==> config.mk <==
export PLATFORM = sky130hd
export DESIGN_NAME = pmrc_ctrl
export DESIGN_NICKNAME = d
export VERILOG_FILES = /design/src/shared/pmrc_pkg.sv /design/src/verilog/pmrc_ctrl.sv
export VERILOG_INCLUDE_DIRS = /design/src /design/src/shared
export SDC_FILE = /design/constraint.sdc
export NUM_CORES = 1
export LEC_CHECK = 0
export ABC_AREA = 1
export BUFFER_PORTS_ARGS = -buffer_cell sky130_fd_sc_hd__buf_2
export CAP_MARGIN = 20
export CORE_MARGIN = 1
export CORE_UTILIZATION = 45
export DETAILED_ROUTE_END_ITERATION = 8
export MAX_ROUTING_LAYER = met4
export PLACE_DENSITY = 0.8
export SLEW_MARGIN = 20
export SYNTH_ARGS = -nofsm -noshare
export SYNTH_HDL_FRONTEND = slang
export SYNTH_SLANG_ARGS = --single-unit
==> constraint.sdc <==
create_clock -name ref_clk -period 1.5 [get_ports ref_clk]
set_input_delay 0.3 -clock ref_clk [delete_from_list [all_inputs] [get_ports ref_clk]]
set_output_delay 0.3 -clock ref_clk [all_outputs]
set_load 0.03 [all_outputs]
==> src/shared/pmrc_defines.svh <==
// Constants for the power mode and reset controller
`ifndef PMRC_DEFINES_SVH
`define PMRC_DEFINES_SVH
`define PMRC_CLK_PERIOD_NS 50
`define PMRC_RST_MIN_NS 50
`define PMRC_RST_MIN_CYC ((`PMRC_RST_MIN_NS + `PMRC_CLK_PERIOD_NS - 1) / `PMRC_CLK_PERIOD_NS)
`define PMRC_NUM_PERIPH 16
`define PMRC_NUM_WAKE 6
`define PMRC_NUM_RET 4
`define PMRC_BOOT_ADDR 32'h0000_0000
`define PMRC_RESET_HOLD 4'h8
`define PMRC_WAKE_PIN 0
`define PMRC_WAKE_WDT 1
`define PMRC_WAKE_USART 2
`define PMRC_WAKE_SPI 3
`define PMRC_WAKE_I2C 4
`define PMRC_WAKE_TIMER 5
`endif

==> src/shared/pmrc_pkg.sv <==
// Types for the power mode and reset controller
package pmrc_pkg;
    typedef enum logic [1:0] {
        PMRC_MODE_SLEEP,
        PMRC_MODE_DEEP_SLEEP,
        PMRC_MODE_POWER_DOWN,
        PMRC_MODE_DEEP_PD
    } pmrc_mode_t;
    typedef enum logic [2:0] {
        PMRC_ST_RESET,
        PMRC_ST_RUN,
        PMRC_ST_SLEEP,
        PMRC_ST_DEEP_SLEEP,
        PMRC_ST_POWER_DOWN,
        PMRC_ST_DEEP_PD
    } pmrc_state_t;
    typedef struct packed {
        logic core_clk_en;
        logic irc_out_en;
        logic crystal_osc_en;
        logic pll_en;
        logic analog_en;
        logic flash_active;
        logic flash_standby;
        logic main_power_en;
    } pmrc_power_t;
    typedef struct packed {
        logic pin;
        logic wdt;
        logic por;
        logic brownout_detector;
    } pmrc_rst_src_t;
endpackage : pmrc_pkg

==> src/verilog/pmrc_ctrl.sv <==
// Power mode, wake-up and reset controller
`timescale 1ns/1ns
`include "pmrc_defines.svh"
module pmrc_ctrl (
    input wire logic ref_clk,
    input wire logic arst_n,
    input wire logic reset_pin_n,
    input wire logic wdt_reset,
    input wire logic por_n,
    input wire logic [3:0] bod_level,
    input wire logic [1:0] bod_irq_sel,
    input wire logic [1:0] bod_rst_sel,
    input wire logic [1:0] mode_sel,
    input wire logic wfi,
    input wire logic dpd_lock,
    input wire logic [`PMRC_NUM_PERIPH-1:0] periph_clk_en,
    input wire logic [`PMRC_NUM_WAKE-1:0] wake_irq,
    input wire logic [`PMRC_NUM_WAKE-1:0] wake_en,
    input wire logic [`PMRC_NUM_WAKE-1:0] irq_ctrl_en,
    input wire logic any_irq,
    input wire logic lp_osc_sel,
    input wire logic wdt_osc_sel,
    input wire logic wake_pin_n,
    input wire logic timer_wr,
    input wire logic [31:0] timer_wdata,
    input wire logic ret_wr,
    input wire logic [1:0] ret_idx,
    input wire logic [31:0] ret_wdata,
    output logic chip_rst_n,
    output logic flash_init,
    output logic [31:0] boot_addr,
    output pmrc_pkg::pmrc_power_t power,
    output logic [`PMRC_NUM_PERIPH-1:0] periph_clk,
    output logic lp_osc_en,
    output logic wdt_osc_en,
    output logic bod_irq,
    output logic bod_status,
    output logic [31:0] timer_count,
    output logic timer_timeout,
    output logic [31:0] ret_rdata,
    output pmrc_pkg::pmrc_state_t state
);
    // ------------------------------------------------------------
    // Input synchronisers
    // ------------------------------------------------------------
    logic [2:0] s1_q;
    logic [2:0] s2_q;
    logic [3:0] b1_q;
    logic [3:0] b2_q;
    always_ff @(posedge ref_clk or negedge arst_n) begin
        if (!arst_n) begin
            s1_q <= 3'h7;
            s2_q <= 3'h7;
            b1_q <= 4'h0;
            b2_q <= 4'h0;
        end else begin
            s1_q <= {reset_pin_n, por_n, wake_pin_n};
            s2_q <= s1_q;
            b1_q <= bod_level;
            b2_q <= b1_q;
        end
    end
    logic pin_n_s;
    logic por_n_s;
    logic wake_n_s;
    assign pin_n_s = s2_q[2];
    assign por_n_s = s2_q[1];
    assign wake_n_s = s2_q[0];

    // ------------------------------------------------------------
    // Reset merge and stretch
    // ------------------------------------------------------------
    function automatic logic bod_hit(input logic [3:0] lv, input logic [1:0] sel);
        bod_hit = lv[sel];
    endfunction : bod_hit

    pmrc_pkg::pmrc_rst_src_t src;
    logic any_rst;
    logic [3:0] hold_q;
    logic [3:0] hold_d;
    logic rst_n_q;
    logic rst_n_d;
    logic finit_q;
    logic finit_d;
    always_comb begin
        src.pin = ~pin_n_s;
        src.wdt = wdt_reset;
        src.por = ~por_n_s;
        src.brownout_detector = bod_hit(b2_q, bod_rst_sel);
        any_rst = |src;
        hold_d = hold_q;
        rst_n_d = rst_n_q;
        finit_d = 1'b0;
        if (any_rst) begin
            hold_d = `PMRC_RESET_HOLD;
            rst_n_d = 1'b0;
            finit_d = 1'b1;
        end else if (hold_q != 4'h0) begin
            hold_d = hold_q - 4'h1;
        end else begin
            rst_n_d = 1'b1;
        end
    end
    always_ff @(posedge ref_clk or negedge arst_n) begin
        if (!arst_n) begin
            hold_q <= `PMRC_RESET_HOLD;
            rst_n_q <= 1'b0;
            finit_q <= 1'b1;
        end else begin
            hold_q <= hold_d;
            rst_n_q <= rst_n_d;
            finit_q <= finit_d;
        end
    end

    // ------------------------------------------------------------
    // Self-wake timer and retention registers
    // ------------------------------------------------------------
    logic [31:0] cnt_q;
    logic [31:0] cnt_d;
    logic run_q;
    logic run_d;
    logic to_q;
    logic to_d;
    logic [31:0] ret_q [`PMRC_NUM_RET];
    always_comb begin
        cnt_d = cnt_q;
        run_d = run_q;
        to_d = 1'b0;
        if (timer_wr) begin
            cnt_d = timer_wdata;
            run_d = (timer_wdata != 32'h0000_0000);
        end else if (run_q) begin
            cnt_d = cnt_q - 32'h0000_0001;
            if (cnt_q == 32'h0000_0001) begin
                run_d = 1'b0;
                to_d = 1'b1;
            end
        end
    end
    // Timer and retention survive chip reset (always-on domain)
    always_ff @(posedge ref_clk or negedge arst_n) begin
        if (!arst_n) begin
            cnt_q <= 32'h0000_0000;
            run_q <= 1'b0;
            to_q <= 1'b0;
        end else begin
            cnt_q <= cnt_d;
            run_q <= run_d;
            to_q <= to_d;
        end
    end
    genvar gi;
    generate
        for (gi = 0; gi < `PMRC_NUM_RET; gi++) begin : g_ret
            always_ff @(posedge ref_clk or negedge arst_n) begin
                if (!arst_n) begin
                    ret_q[gi] <= 32'h0000_0000;
                end else if (ret_wr && ret_idx == 2'(gi)) begin
                    ret_q[gi] <= ret_wdata;
                end
            end
        end
    endgenerate

    // ------------------------------------------------------------
    // Mode state machine
    // ------------------------------------------------------------
    pmrc_pkg::pmrc_state_t st_q;
    pmrc_pkg::pmrc_state_t st_d;
    logic wake_ok;
    logic [`PMRC_NUM_WAKE-1:0] wk;
    always_comb begin
        wk = wake_irq;
        wk[`PMRC_WAKE_TIMER] = wake_irq[`PMRC_WAKE_TIMER] | to_q;
        wake_ok = |(wk & wake_en & irq_ctrl_en);
        st_d = st_q;
        case (st_q)
            pmrc_pkg::PMRC_ST_RESET: begin
                if (rst_n_q) begin
                    st_d = pmrc_pkg::PMRC_ST_RUN;
                end
            end
            pmrc_pkg::PMRC_ST_RUN: begin
                if (wfi) begin
                    case (pmrc_pkg::pmrc_mode_t'(mode_sel))
                        pmrc_pkg::PMRC_MODE_SLEEP: st_d = pmrc_pkg::PMRC_ST_SLEEP;
                        pmrc_pkg::PMRC_MODE_DEEP_SLEEP: st_d = pmrc_pkg::PMRC_ST_DEEP_SLEEP;
                        pmrc_pkg::PMRC_MODE_POWER_DOWN: st_d = pmrc_pkg::PMRC_ST_POWER_DOWN;
                        pmrc_pkg::PMRC_MODE_DEEP_PD: st_d = dpd_lock ? pmrc_pkg::PMRC_ST_SLEEP
                                                                      : pmrc_pkg::PMRC_ST_DEEP_PD;
                        default: st_d = pmrc_pkg::PMRC_ST_RUN;
                    endcase
                end
            end
            pmrc_pkg::PMRC_ST_SLEEP: begin
                if (any_irq) begin
                    st_d = pmrc_pkg::PMRC_ST_RUN;
                end
            end
            pmrc_pkg::PMRC_ST_DEEP_SLEEP, pmrc_pkg::PMRC_ST_POWER_DOWN: begin
                if (wake_ok) begin
                    st_d = pmrc_pkg::PMRC_ST_RUN;
                end
            end
            pmrc_pkg::PMRC_ST_DEEP_PD: begin
                if (!wake_n_s || to_q) begin
                    st_d = pmrc_pkg::PMRC_ST_RESET;
                end
            end
            default: st_d = pmrc_pkg::PMRC_ST_RESET;
        endcase
        if (!rst_n_q) begin
            st_d = pmrc_pkg::PMRC_ST_RESET;
        end
    end
    always_ff @(posedge ref_clk or negedge arst_n) begin
        if (!arst_n) begin
            st_q <= pmrc_pkg::PMRC_ST_RESET;
        end else begin
            st_q <= st_d;
        end
    end

    // ------------------------------------------------------------
    // Power and clock controls
    // ------------------------------------------------------------
    pmrc_pkg::pmrc_power_t pw;
    logic [`PMRC_NUM_PERIPH-1:0] pclk;
    logic lp_en;
    logic wd_en;
    logic b_irq;
    always_comb begin
        pw = '{core_clk_en: 1'b1, irc_out_en: 1'b1, crystal_osc_en: 1'b0, pll_en: 1'b0,
               analog_en: 1'b1, flash_active: 1'b1, flash_standby: 1'b0, main_power_en: 1'b1};
        pclk = periph_clk_en;
        lp_en = lp_osc_sel;
        wd_en = wdt_osc_sel;
        case (st_d)
            pmrc_pkg::PMRC_ST_RESET: begin
                pw.core_clk_en = 1'b0;
                pclk = '0;
            end
            // Crystal and PLL left off for software to start
            pmrc_pkg::PMRC_ST_RUN: begin
                pw.core_clk_en = 1'b1;
            end
            pmrc_pkg::PMRC_ST_SLEEP: begin
                pw.core_clk_en = 1'b0;
            end
            pmrc_pkg::PMRC_ST_DEEP_SLEEP: begin
                pw.core_clk_en = 1'b0;
                pw.irc_out_en = 1'b0;
                pw.analog_en = 1'b0;
                pw.flash_active = 1'b0;
                pw.flash_standby = 1'b1;
                pclk = '0;
            end
            pmrc_pkg::PMRC_ST_POWER_DOWN: begin
                pw = '0;
                pclk = '0;
            end
            pmrc_pkg::PMRC_ST_DEEP_PD: begin
                pw = '0;
                pclk = '0;
                wd_en = 1'b0;
                lp_en = lp_osc_sel | run_q;
            end
            default: begin
                pw = '0;
                pclk = '0;
            end
        endcase
        b_irq = bod_hit(b2_q, bod_irq_sel);
    end
    always_ff @(posedge ref_clk or negedge arst_n) begin
        if (!arst_n) begin
            power <= '{core_clk_en: 1'b0, irc_out_en: 1'b1, crystal_osc_en: 1'b0, pll_en: 1'b0,
                       analog_en: 1'b1, flash_active: 1'b1, flash_standby: 1'b0,
                       main_power_en: 1'b1};
            periph_clk <= '0;
            lp_osc_en <= 1'b0;
            wdt_osc_en <= 1'b0;
            bod_irq <= 1'b0;
            bod_status <= 1'b0;
        end else begin
            power <= pw;
            periph_clk <= pclk;
            lp_osc_en <= lp_en;
            wdt_osc_en <= wd_en;
            bod_irq <= b_irq;
            bod_status <= b_irq;
        end
    end

    // ------------------------------------------------------------
    // Registered outputs
    // ------------------------------------------------------------
    always_ff @(posedge ref_clk or negedge arst_n) begin
        if (!arst_n) begin
            chip_rst_n <= 1'b0;
            flash_init <= 1'b1;
            boot_addr <= `PMRC_BOOT_ADDR;
            timer_count <= 32'h0000_0000;
            timer_timeout <= 1'b0;
            ret_rdata <= 32'h0000_0000;
            state <= pmrc_pkg::PMRC_ST_RESET;
        end else begin
            chip_rst_n <= rst_n_d;
            flash_init <= finit_d;
            boot_addr <= `PMRC_BOOT_ADDR;
            timer_count <= cnt_d;
            timer_timeout <= to_d;
            ret_rdata <= ret_q[ret_idx];
            state <= st_d;
        end
    end

    // ------------------------------------------------------------
    // Assertions
    // ------------------------------------------------------------
    // Locked deep power-down
    dpd_lock_a: assert property (@(posedge ref_clk) disable iff (!arst_n)
        (st_q == pmrc_pkg::PMRC_ST_RUN && wfi && dpd_lock && rst_n_q)
        |=> state != pmrc_pkg::PMRC_ST_DEEP_PD) else $error("deep power-down entered while locked");
    sleep_core_a: assert property (@(posedge ref_clk) disable iff (!arst_n)
        state == pmrc_pkg::PMRC_ST_SLEEP |-> !power.core_clk_en && power.irc_out_en
        && power.flash_active && power.analog_en)
        else $error("sleep clock gating wrong");
    rst_merge_a: assert property (@(posedge ref_clk) disable iff (!arst_n)
        wdt_reset |=> !chip_rst_n ##1 !chip_rst_n) else $error("watchdog reset missed");
    flash_init_a: assert property (@(posedge ref_clk) disable iff (!arst_n)
        wdt_reset |=> flash_init) else $error("flash init missing");
    deep_sleep_a: assert property (@(posedge ref_clk) disable iff (!arst_n)
        state == pmrc_pkg::PMRC_ST_DEEP_SLEEP |-> periph_clk == '0 && !power.irc_out_en
        && power.flash_standby) else $error("deep-sleep gating wrong");
    pd_off_a: assert property (@(posedge ref_clk) disable iff (!arst_n)
        state == pmrc_pkg::PMRC_ST_POWER_DOWN |-> power == '0) else $error("power-down not off");
    timer_dec_a: assert property (@(posedge ref_clk) disable iff (!arst_n)
        (run_q && !timer_wr && cnt_q > 32'h1) |=> cnt_q == $past(cnt_q) - 32'h1)
        else $error("timer did not count");
    wake_gate_a: assert property (@(posedge ref_clk) disable iff (!arst_n)
        (st_q == pmrc_pkg::PMRC_ST_POWER_DOWN && rst_n_q && !wake_ok)
        |=> st_q == pmrc_pkg::PMRC_ST_POWER_DOWN) else $error("woke without enable");
endmodule : pmrc_ctrl
Yosys cells after proc, flatten, opt, wreduce, memory -nomap -nowiden:

Cells that the tools add are included.

* register bits after elaboration: 242
* word-level logic and storage cells: 110
* input port bits: 123

* eq/ne operators: 17
* add/sub/neg operators: 2
* muxes and demuxes: 35
* magnitude comparators: 3
* bitwise operators: 7
* reductions and logical operators: 20

Operators with widths (count)
* two-way mux 32 bit: 4
* binary-select mux 32 bit (select 2 bit): 1
* == test 32 x 1 -> 1 bit, second input constant: 1
* nonzero test 32 bit: 1
* subtractor 32 x 1 -> 32 bit, second input constant: 1
* two-way mux 3 bit: 6
* two-way mux 1 bit: 16
* two-way mux 16 bit: 1
* one-hot mux 3 bit (5 select lines): 1
* AND 6 bit: 2
* == test 3 x 2 -> 1 bit, second input constant: 4
* one-hot mux 3 bit (4 select lines): 1
* == test 3 bit, second input constant: 3
* == test 2 bit, second input constant: 4
* two-way mux 4 bit: 2
* OR reduction 4 bit: 2
* == test 3 x 1 -> 1 bit, second input constant: 2
* zero test 3 bit: 2
* < comparator 2 x 3 -> 1 bit, second input constant: 2
* one-hot mux 3 bit (2 select lines): 1
* OR reduction 6 bit: 1
* binary-select mux 1 bit (select 2 bit): 2
* == test 2 x 1 -> 1 bit, second input constant: 2
* logical AND 1 bit: 4
* other kinds (13): 18

Depth between registers and ports, before layout:

* word-level depth: 10
* depth in mapped cells: 13
* gate-level depth less buffers: 12

Worst setup path after synthesis:

No wires, ideal clock.

* path kind: register to register
* start point: register timer_count[0] (netlist name)
* end point: register timer_count[20]
* cell stages (with the launch flop): 12
* path slack: -0.270 ns
* setup time: 0.125 ns
* buffers on the path: 0
* data arrival time: 1.645 ns
* cell sequence: dfrtp_1 > inv_1 > ha_1 > nand2_1 > nor2_1 > nand2_1 > inv_1 > nand2_1 > nor2_1 > nand2_1 > nand3_1 > nand3_1

RTL lines
* end signal: assignment: line pmrc_ctrl.sv:312 `timer_count <= cnt_d;`
* end: declaration: line pmrc_ctrl.sv:38 `output logic [31:0] timer_count,`

==> flow_metrics.py <==
metrics = {
    "routing": {
        "drt-pass1-iter-count": 6,
        "routed-via-count": 9551,
        "ant_nets": 0,
        "wl_mm": 31.1,
        "post_drt_wl_per_cell_um": 17.4,
        "drt_iter0_drc": 922,
        "detail_route.vias_per_cell": 5.35,
        "drc": 0,
    },
    "power_and_ir_drop": {
        "pwr_dens_nw_per_um2": 1250,
        "intPower_mw": 12.9,
        "cellLeakagePower_nw": 7.39,
        "pwr-share-seq_pct": 43.2,
        "power_switching_share_pct": 29.5,
        "combinationalPowerShare_pct": 20.4,
        "p_clk_share_pct": 36.4,
        "worst_ir_drop_vdd_mv": 1.07,
        "p_switching_mw": 5.39,
    },
    "global_routing": {
        "grt_max_degree": 53,
        "grt_pass1_vias": 9147,
        "gr-total-overflow": 0,
        "grt_antenna_before_repair": 0,
        "grt_usage_pct": 24.4,
        "global_route_wire_length_before_repair_mm": 45.2,
    },
    "layout": {
        "final_core_utilization_pct": 64.7,
        "areaGrowthSynthToFinish_pct": 41.0,
        "final-instance-count-excl-fill": 1785,
        "fill_cells": 1653,
        "share_of_post_route_cells_with_drive_strength_above_1_pct": 36.2,
        "num_antenna_cells": 0,
        "design_area_um2": 14600,
        "final_net_count": 1607,
    },
    "clock_tree": {
        "clock_sinks": 241,
        "ctsHtreeMaxLevel": 1,
        "cts-buffers-inserted": 26,
        "max_buffers_root_to_sink": 3,
        "clk_pin_slew_ns": 0.07,
        "insertion_delay_ns": 0.54,
        "root_cell_of_the_clock_tree": "clkbuf_16",
        "tritoncts": "done",
    },
    "sta": {
        "setup_violations": 51,
        "setup_tns_ns": -3.15,
        "final-max-slew-violation-count": 0,
        "final.setup_skew_ns": 0.0137,
        "finalWorstPathRequiredPeriod_ns": 1.66,
        "min_period_over_period_pct": 111,
        "layout_setup_ws_ns": -0.165,
        "timing.fmax_ghz": 0.601,
        "rsz_0062_raised_after_global_routing": "true",
        "final-hold-violation-count": 0,
    },
    "placement": {
        "final_weighted_congestion_in_routability_driven_placement": 0.935,
        "placed_cells_incl_taps": 1654,
        "preCtsSetupSlack_ns": -0.324,
        "io_buffers": 218,
        "placement.cell_area_um2": 12300,
        "dp.final_hpwl_mm": 18.6,
    },
    "logic_synthesis": {
        "ys_warn_count": 0,
        "yosys.cell_types.count": 40,
        "number_of_flops_mapped_to_enable_cells_by_yosys": 0,
        "syn-instance-count": 1122,
        "synth_seq_cells": 241,
        "synth_ff_type": "dfrtp_1",
        "yosysSeqAreaShare_pct": 58.2,
        "syn_area_per_cell_um2": 9.25,
        "mappedNetlistArea_um2": 10400,
        "async_reset_ff_share_pct": 100,
    },
    "floorplanning": {
        "i_o_pins": 253,
        "core_area_um2": 22600,
        "fp.dieArea_um2": 23700,
        "die-width_um": 154,
        "floorplan.rows": 55,
        "initial_core_util_pct": 45.9,
        "die_h_um": 154,
    },
    "setup_path": {
        "cp-end-kind": "register",
        "timing.setup.critical_path_class": "reg -> reg",
        "ff2ff_setup_slack_ns": -0.16,
        "worstPathRequired_ns": 1.92,
        "path_max_fanout": 4,
        "critical_path.startpoint_type": "register",
        "worstPathArrival_ns": 2.09,
    },
    "status": {
        "status": "finished with violations",
        "violations_in_the_final_reports": "negative setup slack",
    },
    "flow_run": {
        "maxCapViolations": 0,
    },
    "min_path": {
        "timing.hold.worst.class": "in -> reg",
    },
}
==> worst max-delay path: stages, from the launching register on <==
cell and delay [ns]:
dfrtp_2 0.44, inv_4 0.08, ha_4 0.16, nand2_8 0.08, nor2_4 0.16, nand2_2 0.09, inv_2 0.08, nand2_2 0.06
nor2_2 0.15, nand2_1 0.09, nand3_1 0.09, nand3_1 0.07
==> cell type report <==
cell class / instances / area [um^2] / area share, %
clock buffer: 37 / 752 / 5.14
clock inverter: 11 / 163 / 1.11
inverter: 92 / 358 / 2.44
multi-input combinational: 741 / 4110 / 28.1
sequential: 241 / 6080 / 41.5
tap: 285 / 357 / 2.44
timing repair buffer: 378 / 2820 / 19.3
==> state kept, by name (all words and copies together) (netlist names), 3 cells and up <==
register,flops
state,3
b1_q,4
periph_clk,16
b2_q,4
hold_q,4
power,5
s2_q,3
s1_q,3
timer_count,32
ret_rdata,32
ret_q,128
==> cell families (layout without fill, tap and decap cells) <==
| family | after synthesis | after routing | share of synthesized area, % |
|---|---|---|---|
| compound gates | 240 | 240 | 13.9 |
| xor+xnor | 23 | 23 | 1.94 |
| fa+ha+maj | 4 | 4 | 0.482 |
| buf+inv | 173 | 518 | 7.72 |
| flops | 241 | 241 | 58.2 |
| other cells | 1 | 34 | 0.0361 |
| simple gates | 440 | 440 | 17.7 |
==> placed cells by master (no fill, tap or decap), drive strengths merged, types with 9 or more instances in the layout <==
cell and instances:
dfstp 11, nor2 92, clkinv 9, clkbuf 41, dfrtp 230, xor2 16, nand2 278, buf 347
conb 34, nand3 43, a22oi 76, dlygate4sd3 27, o21ai 145, inv 91
==> cells in the mapped netlist (2+ instances only) <==
cell type | count | share of area (%)
a21oi_1 | 4 | 0.19
a22oi_1 | 76 | 5.5
a31o_2 | 2 | 0.17
and2_1 | 2 | 0.12
buf_4 | 36 | 2.6
clkbuf_1 | 43 | 1.6
clkinv_1 | 2 | 0.072
dfrtp_1 | 230 | 55
dfstp_2 | 11 | 2.8
ha_1 | 4 | 0.48
inv_1 | 88 | 3.2
inv_2 | 2 | 0.072
nand2_1 | 276 | 10
nand2_2 | 2 | 0.12
nand3_1 | 41 | 2.0
nand4_1 | 8 | 0.48
nor2_1 | 80 | 2.9
nor2_2 | 9 | 0.54
nor2_4 | 3 | 0.33
nor3_1 | 6 | 0.29
nor4_1 | 8 | 0.48
o211ai_1 | 3 | 0.22
o21ai_0 | 144 | 6.9
o221ai_1 | 4 | 0.34
o311ai_0 | 2 | 0.17
xnor2_1 | 7 | 0.59
xor2_1 | 16 | 1.3
==> stage by stage <==
step	total power, mW	hold WS [ns]
finish	18.3	0.0255
floorplan	9.70	0.00441
global route	19.0	0.0102
CTS	18.0	0.00634
global placement	10.8	0.247
detailed placement	10.9	0.248
==> worst paths after layout <==
kind / from / endpoint / cells after the start
max in group asynchronous: arst_n / ret_rdata[16] / 3
min in group asynchronous: arst_n / ret_rdata[26] / 2
min reg2reg: b1_q[2] / b2_q[2] / 0
max: timer_count[0] / timer_count[20] / 11
max reg2reg: timer_count[0] / timer_count[20] / 11
min: timer_wdata[6] / timer_count[6] / 3
==> timing repair <==
item	4_1_cts	5_1_grt
hold buffers	27	0
buffers inserted	27	29
hold endpoints to repair	67	0
cloned	0	1
setup endpoints to repair	67	79
pin swaps	5	43
resized for setup	103	131
==> metal layers <==
metal,track usage (%),up-vias,share of wire [%]
li1,-,4344,-
met1,30.0,4543,38
met2,40.0,527,49
met3,4.26,137,7.7
met4,10.2,0,4.5
met5,-,-,0
==> power groups by stage <==
stage	sequential (mW)	combinational, mW	clock [mW]
floorplan	8.38	1.32	0
global placement	7.89	2.90	0
detailed placement	7.92	2.97	0
CTS	7.83	3.34	6.79
global route	7.97	4.00	7.07
finish	7.89	3.72	6.65
Power figures use the tool's default switching activity.
